`config.mk`:
```
export PLATFORM = sky130hd
export DESIGN_NAME = bus_cycle_ctrl
export DESIGN_NICKNAME = d
export VERILOG_FILES = /design/src/bus_cycle_pkg.sv /design/src/pin_sync.sv /design/src/bus_cycle_ctrl.sv
export SDC_FILE = /design/constraint.sdc
export NUM_CORES = 1
export LEC_CHECK = 0
export ABC_AREA = 0
export BUFFER_PORTS_ARGS = -buffer_cell sky130_fd_sc_hd__buf_4
export CAP_MARGIN = 20
export CORE_MARGIN = 1.5
export CORE_UTILIZATION = 50
export DETAILED_ROUTE_END_ITERATION = 8
export HOLD_SLACK_MARGIN = 0.15
export PLACE_DENSITY = 0.76
export SYNTH_ARGS = -nofsm -noshare
export SYNTH_HDL_FRONTEND = slang
export SYNTH_SLANG_ARGS = --single-unit
```
`constraint.sdc`:
```
create_clock -name clk_i -period 2.2 [get_ports clk_i]
set_input_delay 0.11 -clock clk_i [delete_from_list [all_inputs] [get_ports clk_i]]
set_output_delay 0.11 -clock clk_i [all_outputs]
set_load 0.005 [all_outputs]
```
`src/bus_cycle_pkg.sv`:
```
/*
  Shared constants and types for the multiplexed external bus-cycle logic.
  Assumes a single 40 MHz clock; one bus clock state spans two clock cycles.
*/
package bus_cycle_pkg;

  // Bus widths and the synchroniser vector width
  localparam int unsigned ADDR_W   = 16;
  localparam int unsigned BYTE_W   = 8;
  localparam int unsigned SYNC_W   = 10;

  // Positions inside the synchroniser vector
  localparam int unsigned SYNC_READY_BIT = 8;
  localparam int unsigned SYNC_HOLD_BIT  = 9;

  // Phase within one clock state
  localparam logic PHASE_FIRST = 1'b0;
  localparam logic PHASE_LAST  = 1'b1;

  // Reset values of the pins
  localparam logic [7:0] BYTE_RESET   = 8'h00;
  localparam logic [2:0] STATUS_RESET = 3'h0;

  // Cycle-type codes {io_mem, status_high, status_low}
  localparam logic [2:0] CODE_MEM_WR  = 3'h1;
  localparam logic [2:0] CODE_MEM_RD  = 3'h2;
  localparam logic [2:0] CODE_OPFETCH = 3'h3;
  localparam logic [2:0] CODE_IO_WR   = 3'h5;
  localparam logic [2:0] CODE_IO_RD   = 3'h6;
  localparam logic [2:0] CODE_INTA    = 3'h7;
  localparam logic [2:0] CODE_HALT    = 3'h0;

  typedef enum logic [2:0] {
    KIND_MEM_RD,
    KIND_MEM_WR,
    KIND_IO_RD,
    KIND_IO_WR,
    KIND_OPFETCH,
    KIND_INTA
  } cycle_kind_t;

  typedef enum logic [2:0] {
    ST_IDLE,
    ST_T1,
    ST_T2,
    ST_WAIT,
    ST_T3,
    ST_HOLD,
    ST_HALT
  } bus_state_t;

endpackage

```
`src/pin_sync.sv`:
```
/*
  Two-stage synchroniser for asynchronous pin inputs.
  Assumes inputs change independently of clk_i; stage one feeds only stage two.
*/
`timescale 1ns/1ps
module pin_sync #(
  parameter int unsigned WIDTH = 10
) (
  // Clock and reset
  input  wire logic             clk_i,
  input  wire logic             reset_i,
  input  wire logic             ce_i,
  // Data
  input  wire logic [WIDTH-1:0] async_i,
  output logic      [WIDTH-1:0] sync_o
);

  logic [WIDTH-1:0] meta_q;

  // Two flip-flops per bit
  always_ff @(posedge clk_i or posedge reset_i) begin
    if (reset_i) begin
      meta_q <= '0;
      sync_o <= '0;
    end else if (ce_i) begin
      meta_q <= async_i;
      sync_o <= meta_q;
    end
  end

endmodule // pin_sync

```
`src/bus_cycle_ctrl.sv`:
```
/*
  External bus-cycle sequencer: high address lines, multiplexed low address
  and data bus, address latch strobe, cycle status, ready waits, hold and halt.
  Assumes a core on the same clock issues one request at a time; ready, hold
  and the bus input are pins and are synchronised before use.
*/
`timescale 1ns/1ps
module bus_cycle_ctrl
  import bus_cycle_pkg::*;
(
  // Clock and reset
  input  wire logic                             clk_i,
  input  wire logic                             reset_i,
  input  wire logic                             ce_i,
  // Core request side
  input  wire logic                             req_valid_i,
  input  wire bus_cycle_pkg::cycle_kind_t       req_kind_i,
  input  wire logic [bus_cycle_pkg::ADDR_W-1:0] req_addr_i,
  input  wire logic [bus_cycle_pkg::BYTE_W-1:0] req_wdata_i,
  input  wire logic                             halt_i,
  output logic                                  req_ready_o,
  output logic                                  done_o,
  output logic      [bus_cycle_pkg::BYTE_W-1:0] rdata_o,
  // High address lines
  output logic      [bus_cycle_pkg::BYTE_W-1:0] high_address_lines_o,
  output logic                                  high_address_oe_o,
  // Multiplexed bus
  input  wire logic [bus_cycle_pkg::BYTE_W-1:0] low_addr_data_bus_i,
  output logic      [bus_cycle_pkg::BYTE_W-1:0] low_addr_data_bus_o,
  output logic                                  low_addr_data_bus_oe_o,
  // Strobes
  output logic                                  ale_o,
  output logic                                  rd_n_o,
  output logic                                  rd_oe_o,
  output logic                                  wr_n_o,
  output logic                                  wr_oe_o,
  // Cycle status
  output logic                                  io_mem_o,
  output logic                                  io_mem_oe_o,
  output logic                                  cycle_status_high_o,
  output logic                                  cycle_status_low_o,
  // Bus arbitration
  input  wire logic                             ready_i,
  input  wire logic                             hold_i,
  output logic                                  bus_release_grant_o
);
  import bus_cycle_pkg::*;

  bus_state_t              state_q, state_d;
  logic                    phase_q, phase_d;
  cycle_kind_t             kind_q, kind_d;
  logic [ADDR_W-1:0]       addr_q, addr_d;
  logic [BYTE_W-1:0]       wdata_q, wdata_d;
  logic [SYNC_W-1:0]       sync_s;
  logic                    ready_s, hold_s, accept, is_write, is_read, in_xfer;
  logic [2:0]              code_d;

  // Pin synchroniser
  pin_sync #(.WIDTH(SYNC_W)) u_sync (
    .clk_i   (clk_i),
    .reset_i (reset_i),
    .ce_i    (ce_i),
    .async_i ({hold_i, ready_i, low_addr_data_bus_i}),
    .sync_o  (sync_s)
  );

  assign ready_s = sync_s[SYNC_READY_BIT];
  assign hold_s  = sync_s[SYNC_HOLD_BIT];
  assign accept  = (state_q == ST_IDLE) && req_valid_i && !hold_s && !halt_i;

  // Cycle code of a kind
  function automatic logic [2:0] kind_code(input cycle_kind_t k);
    unique case (k)
      KIND_MEM_WR:  kind_code = CODE_MEM_WR;
      KIND_IO_WR:   kind_code = CODE_IO_WR;
      KIND_IO_RD:   kind_code = CODE_IO_RD;
      KIND_OPFETCH: kind_code = CODE_OPFETCH;
      KIND_MEM_RD:  kind_code = CODE_MEM_RD;
      KIND_INTA:    kind_code = CODE_INTA;
      default:      kind_code = CODE_HALT;
    endcase
  endfunction

  // Next state
  always_comb begin
    state_d = state_q;
    phase_d = ~phase_q;
    unique case (state_q)
      ST_IDLE: begin
        phase_d = PHASE_FIRST;
        if (hold_s) begin
          state_d = ST_HOLD;
        end else if (halt_i) begin
          state_d = ST_HALT;
        end else if (accept) begin
          state_d = ST_T1;
        end
      end
      ST_T1: begin
        if (phase_q == PHASE_LAST) begin
          state_d = ST_T2;
        end
      end
      ST_T2, ST_WAIT: begin
        if (phase_q == PHASE_LAST) begin
          state_d = ready_s ? ST_T3 : ST_WAIT;
        end
      end
      ST_T3: begin
        if (phase_q == PHASE_LAST) begin
          state_d = ST_IDLE;
        end
      end
      ST_HOLD: begin
        phase_d = PHASE_FIRST;
        if (!hold_s) begin
          state_d = ST_IDLE;
        end
      end
      ST_HALT: begin
        phase_d = PHASE_FIRST;
        if (hold_s) begin
          state_d = ST_HOLD;
        end else if (!halt_i) begin
          state_d = ST_IDLE;
        end
      end
    endcase
  end

  // Request capture
  always_comb begin
    kind_d  = accept ? req_kind_i : kind_q;
    addr_d  = accept ? req_addr_i : addr_q;
    wdata_d = accept ? req_wdata_i : wdata_q;
    code_d  = kind_code(kind_d);
  end

  assign is_write = (kind_d == KIND_MEM_WR) || (kind_d == KIND_IO_WR);
  assign is_read  = !is_write && (kind_d != KIND_INTA);
  assign in_xfer  = (state_d == ST_T2) || (state_d == ST_WAIT) || (state_d == ST_T3);

  // Sequencer state
  always_ff @(posedge clk_i or posedge reset_i) begin
    if (reset_i) begin
      state_q <= ST_IDLE;
      phase_q <= PHASE_FIRST;
      kind_q  <= KIND_MEM_RD;
      addr_q  <= '0;
      wdata_q <= BYTE_RESET;
    end else if (ce_i) begin
      state_q <= state_d;
      phase_q <= phase_d;
      kind_q  <= kind_d;
      addr_q  <= addr_d;
      wdata_q <= wdata_d;
    end
  end

  // Address and data pins
  always_ff @(posedge clk_i or posedge reset_i) begin
    if (reset_i) begin
      high_address_lines_o   <= BYTE_RESET;
      high_address_oe_o      <= 1'b0;
      low_addr_data_bus_o    <= BYTE_RESET;
      low_addr_data_bus_oe_o <= 1'b0;
    end else if (ce_i) begin
      high_address_oe_o <= (state_d == ST_T1) || in_xfer;
      if (accept) begin
        high_address_lines_o <= (req_kind_i == KIND_IO_RD || req_kind_i == KIND_IO_WR)
                                ? req_addr_i[7:0] : req_addr_i[15:8];
      end
      low_addr_data_bus_oe_o <= (state_d == ST_T1) || (in_xfer && is_write);
      low_addr_data_bus_o    <= (state_d == ST_T1) ? addr_d[7:0] : wdata_d;
    end
  end

  // Strobes and status
  always_ff @(posedge clk_i or posedge reset_i) begin
    if (reset_i) begin
      ale_o               <= 1'b0;
      rd_n_o              <= 1'b1;
      rd_oe_o             <= 1'b0;
      wr_n_o              <= 1'b1;
      wr_oe_o             <= 1'b0;
      io_mem_o            <= 1'b0;
      io_mem_oe_o         <= 1'b0;
      cycle_status_high_o <= 1'b0;
      cycle_status_low_o  <= 1'b0;
      bus_release_grant_o <= 1'b0;
    end else if (ce_i) begin
      ale_o   <= (state_d == ST_T1) && (phase_d == PHASE_FIRST);
      rd_oe_o <= (state_d != ST_HOLD) && (state_d != ST_HALT);
      wr_oe_o <= (state_d != ST_HOLD) && (state_d != ST_HALT);
      rd_n_o  <= !(in_xfer && is_read);
      wr_n_o  <= !(in_xfer && is_write);
      io_mem_oe_o         <= (state_d != ST_HOLD) && (state_d != ST_HALT);
      bus_release_grant_o <= (state_d == ST_HOLD);
      if (state_d == ST_HALT || state_d == ST_HOLD) begin
        {io_mem_o, cycle_status_high_o, cycle_status_low_o} <= CODE_HALT;
      end else if (state_d == ST_T1 && phase_d == PHASE_FIRST) begin
        {io_mem_o, cycle_status_high_o, cycle_status_low_o} <= code_d;
      end
    end
  end

  // Core handshake and read data
  always_ff @(posedge clk_i or posedge reset_i) begin
    if (reset_i) begin
      req_ready_o <= 1'b0;
      done_o      <= 1'b0;
      rdata_o     <= BYTE_RESET;
    end else if (ce_i) begin
      req_ready_o <= (state_d == ST_IDLE);
      done_o      <= (state_q == ST_T3) && (phase_q == PHASE_LAST);
      if ((state_q == ST_T3) && (phase_q == PHASE_LAST) && is_read) begin
        rdata_o <= sync_s[BYTE_W-1:0];
      end
    end
  end
endmodule // bus_cycle_ctrl

```
==> results of run 1 <==
-- cell families (layout without fill, tap and decap cells) --
logic type | count (synthesis) | after routing | synth area share
fa+ha+maj | 1 | 1 | 0.00250
buf+inv | 33 | 172 | 0.0485
flops | 79 | 79 | 0.495
xor+xnor | 1 | 1 | 0.00219
mux | 74 | 74 | 0.226
compound gates | 56 | 56 | 0.113
simple gates | 85 | 85 | 0.112
-- worst paths after layout --
kind | cells past startpoint | endpoint | slack [ns] | from
worst min-delay path | 3 | u_sync.sync_o[0]$_DFFE_PP0P_ | 0.31 | reset_i
worst max register to register | 4 | rdata_o[7]$_DFFE_PP0P_ | 0.02 | state_q[0]$_DFFE_PP0P_
max in group asynchronous | 4 | wr_n_o$_DFFE_PP1P_ | 1.22 | reset_i
worst max-delay path | 4 | rdata_o[7]$_DFFE_PP0P_ | 0.02 | state_q[0]$_DFFE_PP0P_
min in group clk_i | 1 | ale_o$_DFFE_PP0P_ | 0.49 | ale_o$_DFFE_PP0P_
worst min register to register | 1 | ale_o$_DFFE_PP0P_ | 0.49 | ale_o$_DFFE_PP0P_
-- state kept, by name (all words and copies together), names as in the netlist, 3 cells and up --
| register | count |
|---|---|
| u_sync.meta_q | 10 |
| u_sync.sync_o | 10 |
| addr_q | 8 |
| high_address_lines_o | 8 |
| low_addr_data_bus_o | 8 |
| rdata_o | 8 |
| wdata_q | 8 |
| kind_q | 3 |
| state_q | 3 |
-- synth_stat cells (all sizes together), types with 3 or more instances --
cell type   n
o31ai       9
nand2      35
nor4       12
a31oi       6
a21o        3
inv         6
buf        17
a21oi       3
dfrtp      77
clkbuf     10
o21ai       7
o311a       8
mux2       74
nand2b      3
nor3b       3
nor2       10
o2111ai     3
or2         4
-- layout make-up --
cell class | count | area share
Clock buffer | 9 | 0.0225
Clock inverter | 7 | 0.0161
Inverter | 6 | 0.00431
Multi-Input combinational cell | 217 | 0.340
Sequential cell | 79 | 0.360
Tap cell | 102 | 0.0231
Timing Repair Buffer | 150 | 0.234
-- stage by stage --
step / instances / setup WS (ns) / hold slack, ns / setup TNS (ns)
3_3_place_gp: 512 / -0.0238 / 0.133 / -0.172
3_5_place_dp: 512 / -0.0749 / 0.138 / -0.547
5_1_grt: 570 / -0.0455 / 0.321 / -0.370
4_1_cts: 567 / 0.000206 / 0.294 / 0
6_report: 570 / 0.0192 / 0.306 / 0
2_1_floorplan: 329 / 0.00819 / 0.258 / 0
-- routing by layer --
metal  track usage  up-vias  share of wire
met5             0        -              0
met4        0.0756        0          0.015
met3        0.0608       13          0.041
met2         0.377       87           0.50
met1         0.332     1610           0.45
li1              -     1483              -
-- where the power goes --
group	switching, mW	total [mW]	internal [mW]
clock network	0.610	1.16	0.552
registers	0.384	2.39	2.01
logic	1.47	3.33	1.86
total	2.46	6.88	4.42
-- critical path, stage by stage (launching register included) --
cell and delay [ns]:
dfrtp_2 0.45, or4_4 0.58, or2_4 0.30, o2111ai_4 0.35
mux2_2 0.38
-- timing repair --
action	4_1_cts	5_1_grt
pin swaps	1	5
buffers inserted	0	2
setup endpoints to repair	23	45
hold endpoints to repair	67	0
resized for setup	2	11
cloned	0	1
hold buffers	39	0
==> qor.yml, run 1 <==
status:
  run_status: "finished, final reports clean"
critical_path:
  startpoint_type: "register"
  required_ns: 2.44
  critPathKind: "reg -> reg"
  worstPathArrival_ns: 2.42
  path_max_fanout: 8
  crit_path_end_kind: "register"
clocking:
  worstSkewPairLatency_ns: 0.36
  h-tree-depth: 3
  cts_tree: "done"
  clk_path_buf_depth: 2
  clkTransAtPathRegs_ns: 0.09
  cts-root-buf: "clkbuf_8"
  numCtsBuffers: 9
  clock-sinks: 79
synthesis:
  synth.avg_cell_area_um2: 12.2
  syn_inst: 329
  yosysUniqueCellTypes: 56
  async_flop_share: 1.00
  ys_warn_count: 0
  synth_top_area_share: 0.482
  yosysTopAreaCell: "dfrtp_1"
  synthTopCellsByArea: "dfrtp_1, mux2_2, mux2_4"
  ys_ff_latch: 79
  syn_area_um2: 4000
  yosysSeqAreaShare: 0.495
  synth-edff-count: 0
  synth_ff_type: "dfrtp_1"
  syn-num-nets: 371
final_layout:
  final_common_cell: "buf_4"
  multi_input_area_um2: 1880
  seqCellArea_um2: 1980
  final_cell_mix: "buf_4, dfrtp_1, mux2_2"
  layout.cell_area.non_filler_um2: 5510
  insertedDiodeCount: 0
  fin_util: 0.714
  nNetsFinal: 505
  drive_gt1_frac: 0.474
  fillers: 531
  area_growth_pct: 37.9
floorplan:
  fp.dieH_um: 92.4
  die-area_um2: 8540
  start_util: 0.517
  io_pins: 80
  die_w_um: 92.4
  core-area_um2: 7730
  row_count: 32
timing:
  drv_slew: 0
  clock_skew_ns: 0.00974
  tightestPinTransition_ns: 0.652
  fin_crit_sh: 0.991
  min_period_ns: 2.18
  hold_violations: 0
  rsz0062_at_grt: "yes"
  relSlewSlack: 0.565
  finalSetupViolCount: 0
  max_freq_mhz: 459
drt:
  drt-initial-drc-count: 194
  wl_per_cell_um: 17.4
  drc: 0
  ant_nets: 0
  drt-total-wl_um: 9940
  dr.pass1.iters: 5
  post_drt_via_cell_ratio: 5.60
  route.vias.total: 3193
power_and_ir_drop:
  power_mw: 6.88
  max-vdd-ir-drop_v: 0.000556
  p_per_area_nw_per_um2: 1250
  p_leak_nw: 2.50
placed_design:
  placed_area_um2: 4820
  place.gp.congestion: 0.814
  port_buffers: 79
  hpwlAfterDp_um: 6550
grt:
  grt_pass1_wl_um: 16100
  grt_pass1_vias: 3167
  antenna_found_initial: 0
  track_usage: 0.242
  grt_max_degree: 28
  grt-ovfl-total: 0
hold_path:
  hold_path.class: "in -> async"
job:
  drv_cap: 0
Power figures use the tool's default switching activity.
==> inputs of run 2 (changes only) <==
==> constraint.sdc (replaced) <==
create_clock -name clk_i -period 2.2 [get_ports clk_i]
set_input_delay 0.55 -clock clk_i [delete_from_list [all_inputs] [get_ports clk_i]]
set_output_delay 0.55 -clock clk_i [all_outputs]
set_load 0.005 [all_outputs]
==> qor.yml, run 2 (same netlist as run 1, synthesis figures left out) <==
floorplan:
  die-area_um2: 8540  # unchanged
  core-area_um2: 7730  # unchanged
  die_w_um: 92.4  # unchanged
  row_count: 32  # unchanged
  fp.dieH_um: 92.4  # unchanged
  io_pins: 80  # unchanged
  start_util: 0.517  # unchanged
grt:
  grt-ovfl-total: 0  # unchanged
  grt_pass1_vias: 2966  # was 3,167
  grt_pass1_wl_um: 14500  # was 16,100 µm
  antenna_found_initial: 0  # unchanged
  grt_max_degree: 80  # was 28
  track_usage: 0.215  # was 0.242
timing:
  rsz0062_at_grt: "yes"  # unchanged
  setup_tns_ns: 0  # unchanged
  relSlewSlack: 0.712  # was 0.565
  finalSetupViolCount: 0  # unchanged
  drv_slew: 0  # unchanged
  max_freq_mhz: 461  # was 459 MHz
  hold_violations: 0  # unchanged
  fin_crit_sh: 0.987  # was 0.991
  holdWs_ns: 0.316  # was 0.306 ns
  clock_skew_ns: 0.00878  # was 0.00974 ns
  tightestPinTransition_ns: 0.432  # was 0.652 ns
  min_period_ns: 2.17  # was 2.18 ns
critical_path:
  regToRegStartpoint: "state_q[0]$_DFFE_PP0P_"  # unchanged
  crit_path_end_kind: "register"  # unchanged
  worstPathArrival_ns: 2.45  # was 2.42 ns
  required_ns: 2.48  # was 2.44 ns
  path_max_fanout: 4  # was 8
  crit_buf_inv: 0  # unchanged
  critPathSlowestCell: "or4_4"  # unchanged
  startpoint_type: "register"  # unchanged
  crit_start: "state_q[0]$_DFFE_PP0P_"  # unchanged
  worstPathCellList: "or4_4 -> nor4_1 -> a31oi_2 -> or2_2 -> mux2_2"  # was or4_4 -> or2_4 -> o2111ai_4 -> mux2_2
  slowest_delay_ns: 0.59  # was 0.58 ns
  critPathKind: "reg -> reg"  # unchanged
  critical_path.top_delay_family: "simple AND/OR/NAND/NOR gates"  # unchanged
placed_design:
  hpwlAfterDp_um: 6210  # was 6550 µm
  port_buffers: 79  # unchanged
  place.gp.congestion: 0.866  # was 0.814
  dpl.cell_count: 511  # was 512
clocking:
  cts-root-buf: "clkbuf_8"  # unchanged
  clock-sinks: 79  # unchanged
  worstSkewPairLatency_ns: 0.35  # was 0.36 ns
  cts_tree: "done"  # unchanged
  clkTransAtPathRegs_ns: 0.09  # about the same
  h-tree-depth: 3  # unchanged
  clk_path_buf_depth: 2  # unchanged
  numCtsBuffers: 9  # unchanged
power_and_ir_drop:
  max-vdd-ir-drop_v: 0.000686  # was 0.000556 V
  power_mw: 6.88  # about the same
  p_leak_nw: 2.36  # was 2.50 nW
  p_per_area_nw_per_um2: 1320  # was 1250 nW/µm²
final_layout:
  final_common_cell: "buf_4"  # unchanged
  final_cell_mix: "buf_4, dfrtp_1, mux2_2"  # unchanged
  nNetsFinal: 467  # was 505
  drive_gt1_frac: 0.535  # was 0.474
  top_regs: "u_sync.meta_q (10), u_sync.sync_o (10)"  # unchanged
  fillers: 580  # was 531
  insertedDiodeCount: 0  # unchanged
  area_growth_pct: 30.7  # was 37.9%
  instances_no_fill: 532  # was 570
job:
  drv_cap: 0  # unchanged
drt:
  dr.pass1.iters: 4  # was 5
  drc: 0  # unchanged
  post_drt_via_cell_ratio: 5.70  # was 5.60
  drt-total-wl_um: 9090  # was 9940 µm
  wl_per_cell_um: 17.1  # was 17.4 µm
  ant_nets: 0  # unchanged
  route.vias.total: 3032  # was 3,193
  drt-initial-drc-count: 168  # was 194
status:
  run_status: "finished, final reports clean"  # unchanged
hold_path:
  hold_path.class: "in -> async"  # unchanged
[run 2: cell types whose count changed in the layout (fill, tap and decap cells not counted), sizes merged]
cell	change
buf	+1
clkinv	-1
clkinvlp	+2
dlygate4sd3	-39
inv	-1
[run 2: layer usage]
| metal | wire length, µm | part of all wire | vias to the layer above | global-route usage |
|---|---|---|---|---|
| li1 | - | - | 1398 | - |
| met3 | 396 | 0.044 | 10 | 0.0501 |
| met4 | 115 | 0.013 | 0 | 0.0641 |
| met5 | 0 | 0 | - | 0 |
| met2 | 4590 | 0.50 | 80 | 0.335 |
| met1 | 3990 | 0.44 | 1544 | 0.298 |
[run 2: worst paths after layout]
kind	slack, ns	end	depth (start not counted)
worst max register to register	0.03	wr_n_o$_DFFE_PP1P_	5
worst max-delay path	0.03	wr_n_o$_DFFE_PP1P_	5
worst min register to register	0.49	low_addr_data_bus_o[4]$_DFFE_PP0P_	2
worst min-delay path	0.32	u_sync.sync_o[2]$_DFFE_PP0P_	3
max in group asynchronous	1.56	wr_n_o$_DFFE_PP1P_	3
min in group clk_i	0.43	u_sync.meta_q[1]$_DFFE_PP0P_	2
[run 2: worst reg2reg max path: cells and delay by family (launching register included)]
family / cells / cell delay [ns]
and+or+nand+nor: 3 / 1.32
AOI/OAI and AO/OA: 1 / 0.10
DFF: 1 / 0.43
muxes: 1 / 0.26
[run 2: final cells by class]
class	count	area [µm²]	share of cell area
repair buffers	112	957	0.183
clock inverters	7	80.1	0.0153
multi-input cells	217	1930	0.369
flip-flops and latches	79	1980	0.379
clock buffers	9	124	0.0237
inverters	6	26.3	0.00503
well taps	102	128	0.0244
[run 2: power by group]
part           internal, mW  switching [mW]
registers              2.01           0.375
clock network         0.536           0.560
logic                  1.90            1.50
total                  4.45            2.43
[run 2: repair_timing]
action | CTS | global route
endpoints found under the setup margin | 27 | 46
gates resized for setup | 2 | 22
hold buffers | 0 | 0
buffers inserted | 1 | 3
gates cloned | 0 | 1
pin swaps | 2 | 8
[run 2: per-stage QoR]
stage	worst slack, ns	area [µm²]	util
finish	0.0294	5220	0.676
global route	-0.114	5220	0.676
CTS	0.0120	5070	0.656
detailed placement	-0.166	4850	0.627
global placement	-0.125	4850	0.627
floorplan	0.00819	4000	-
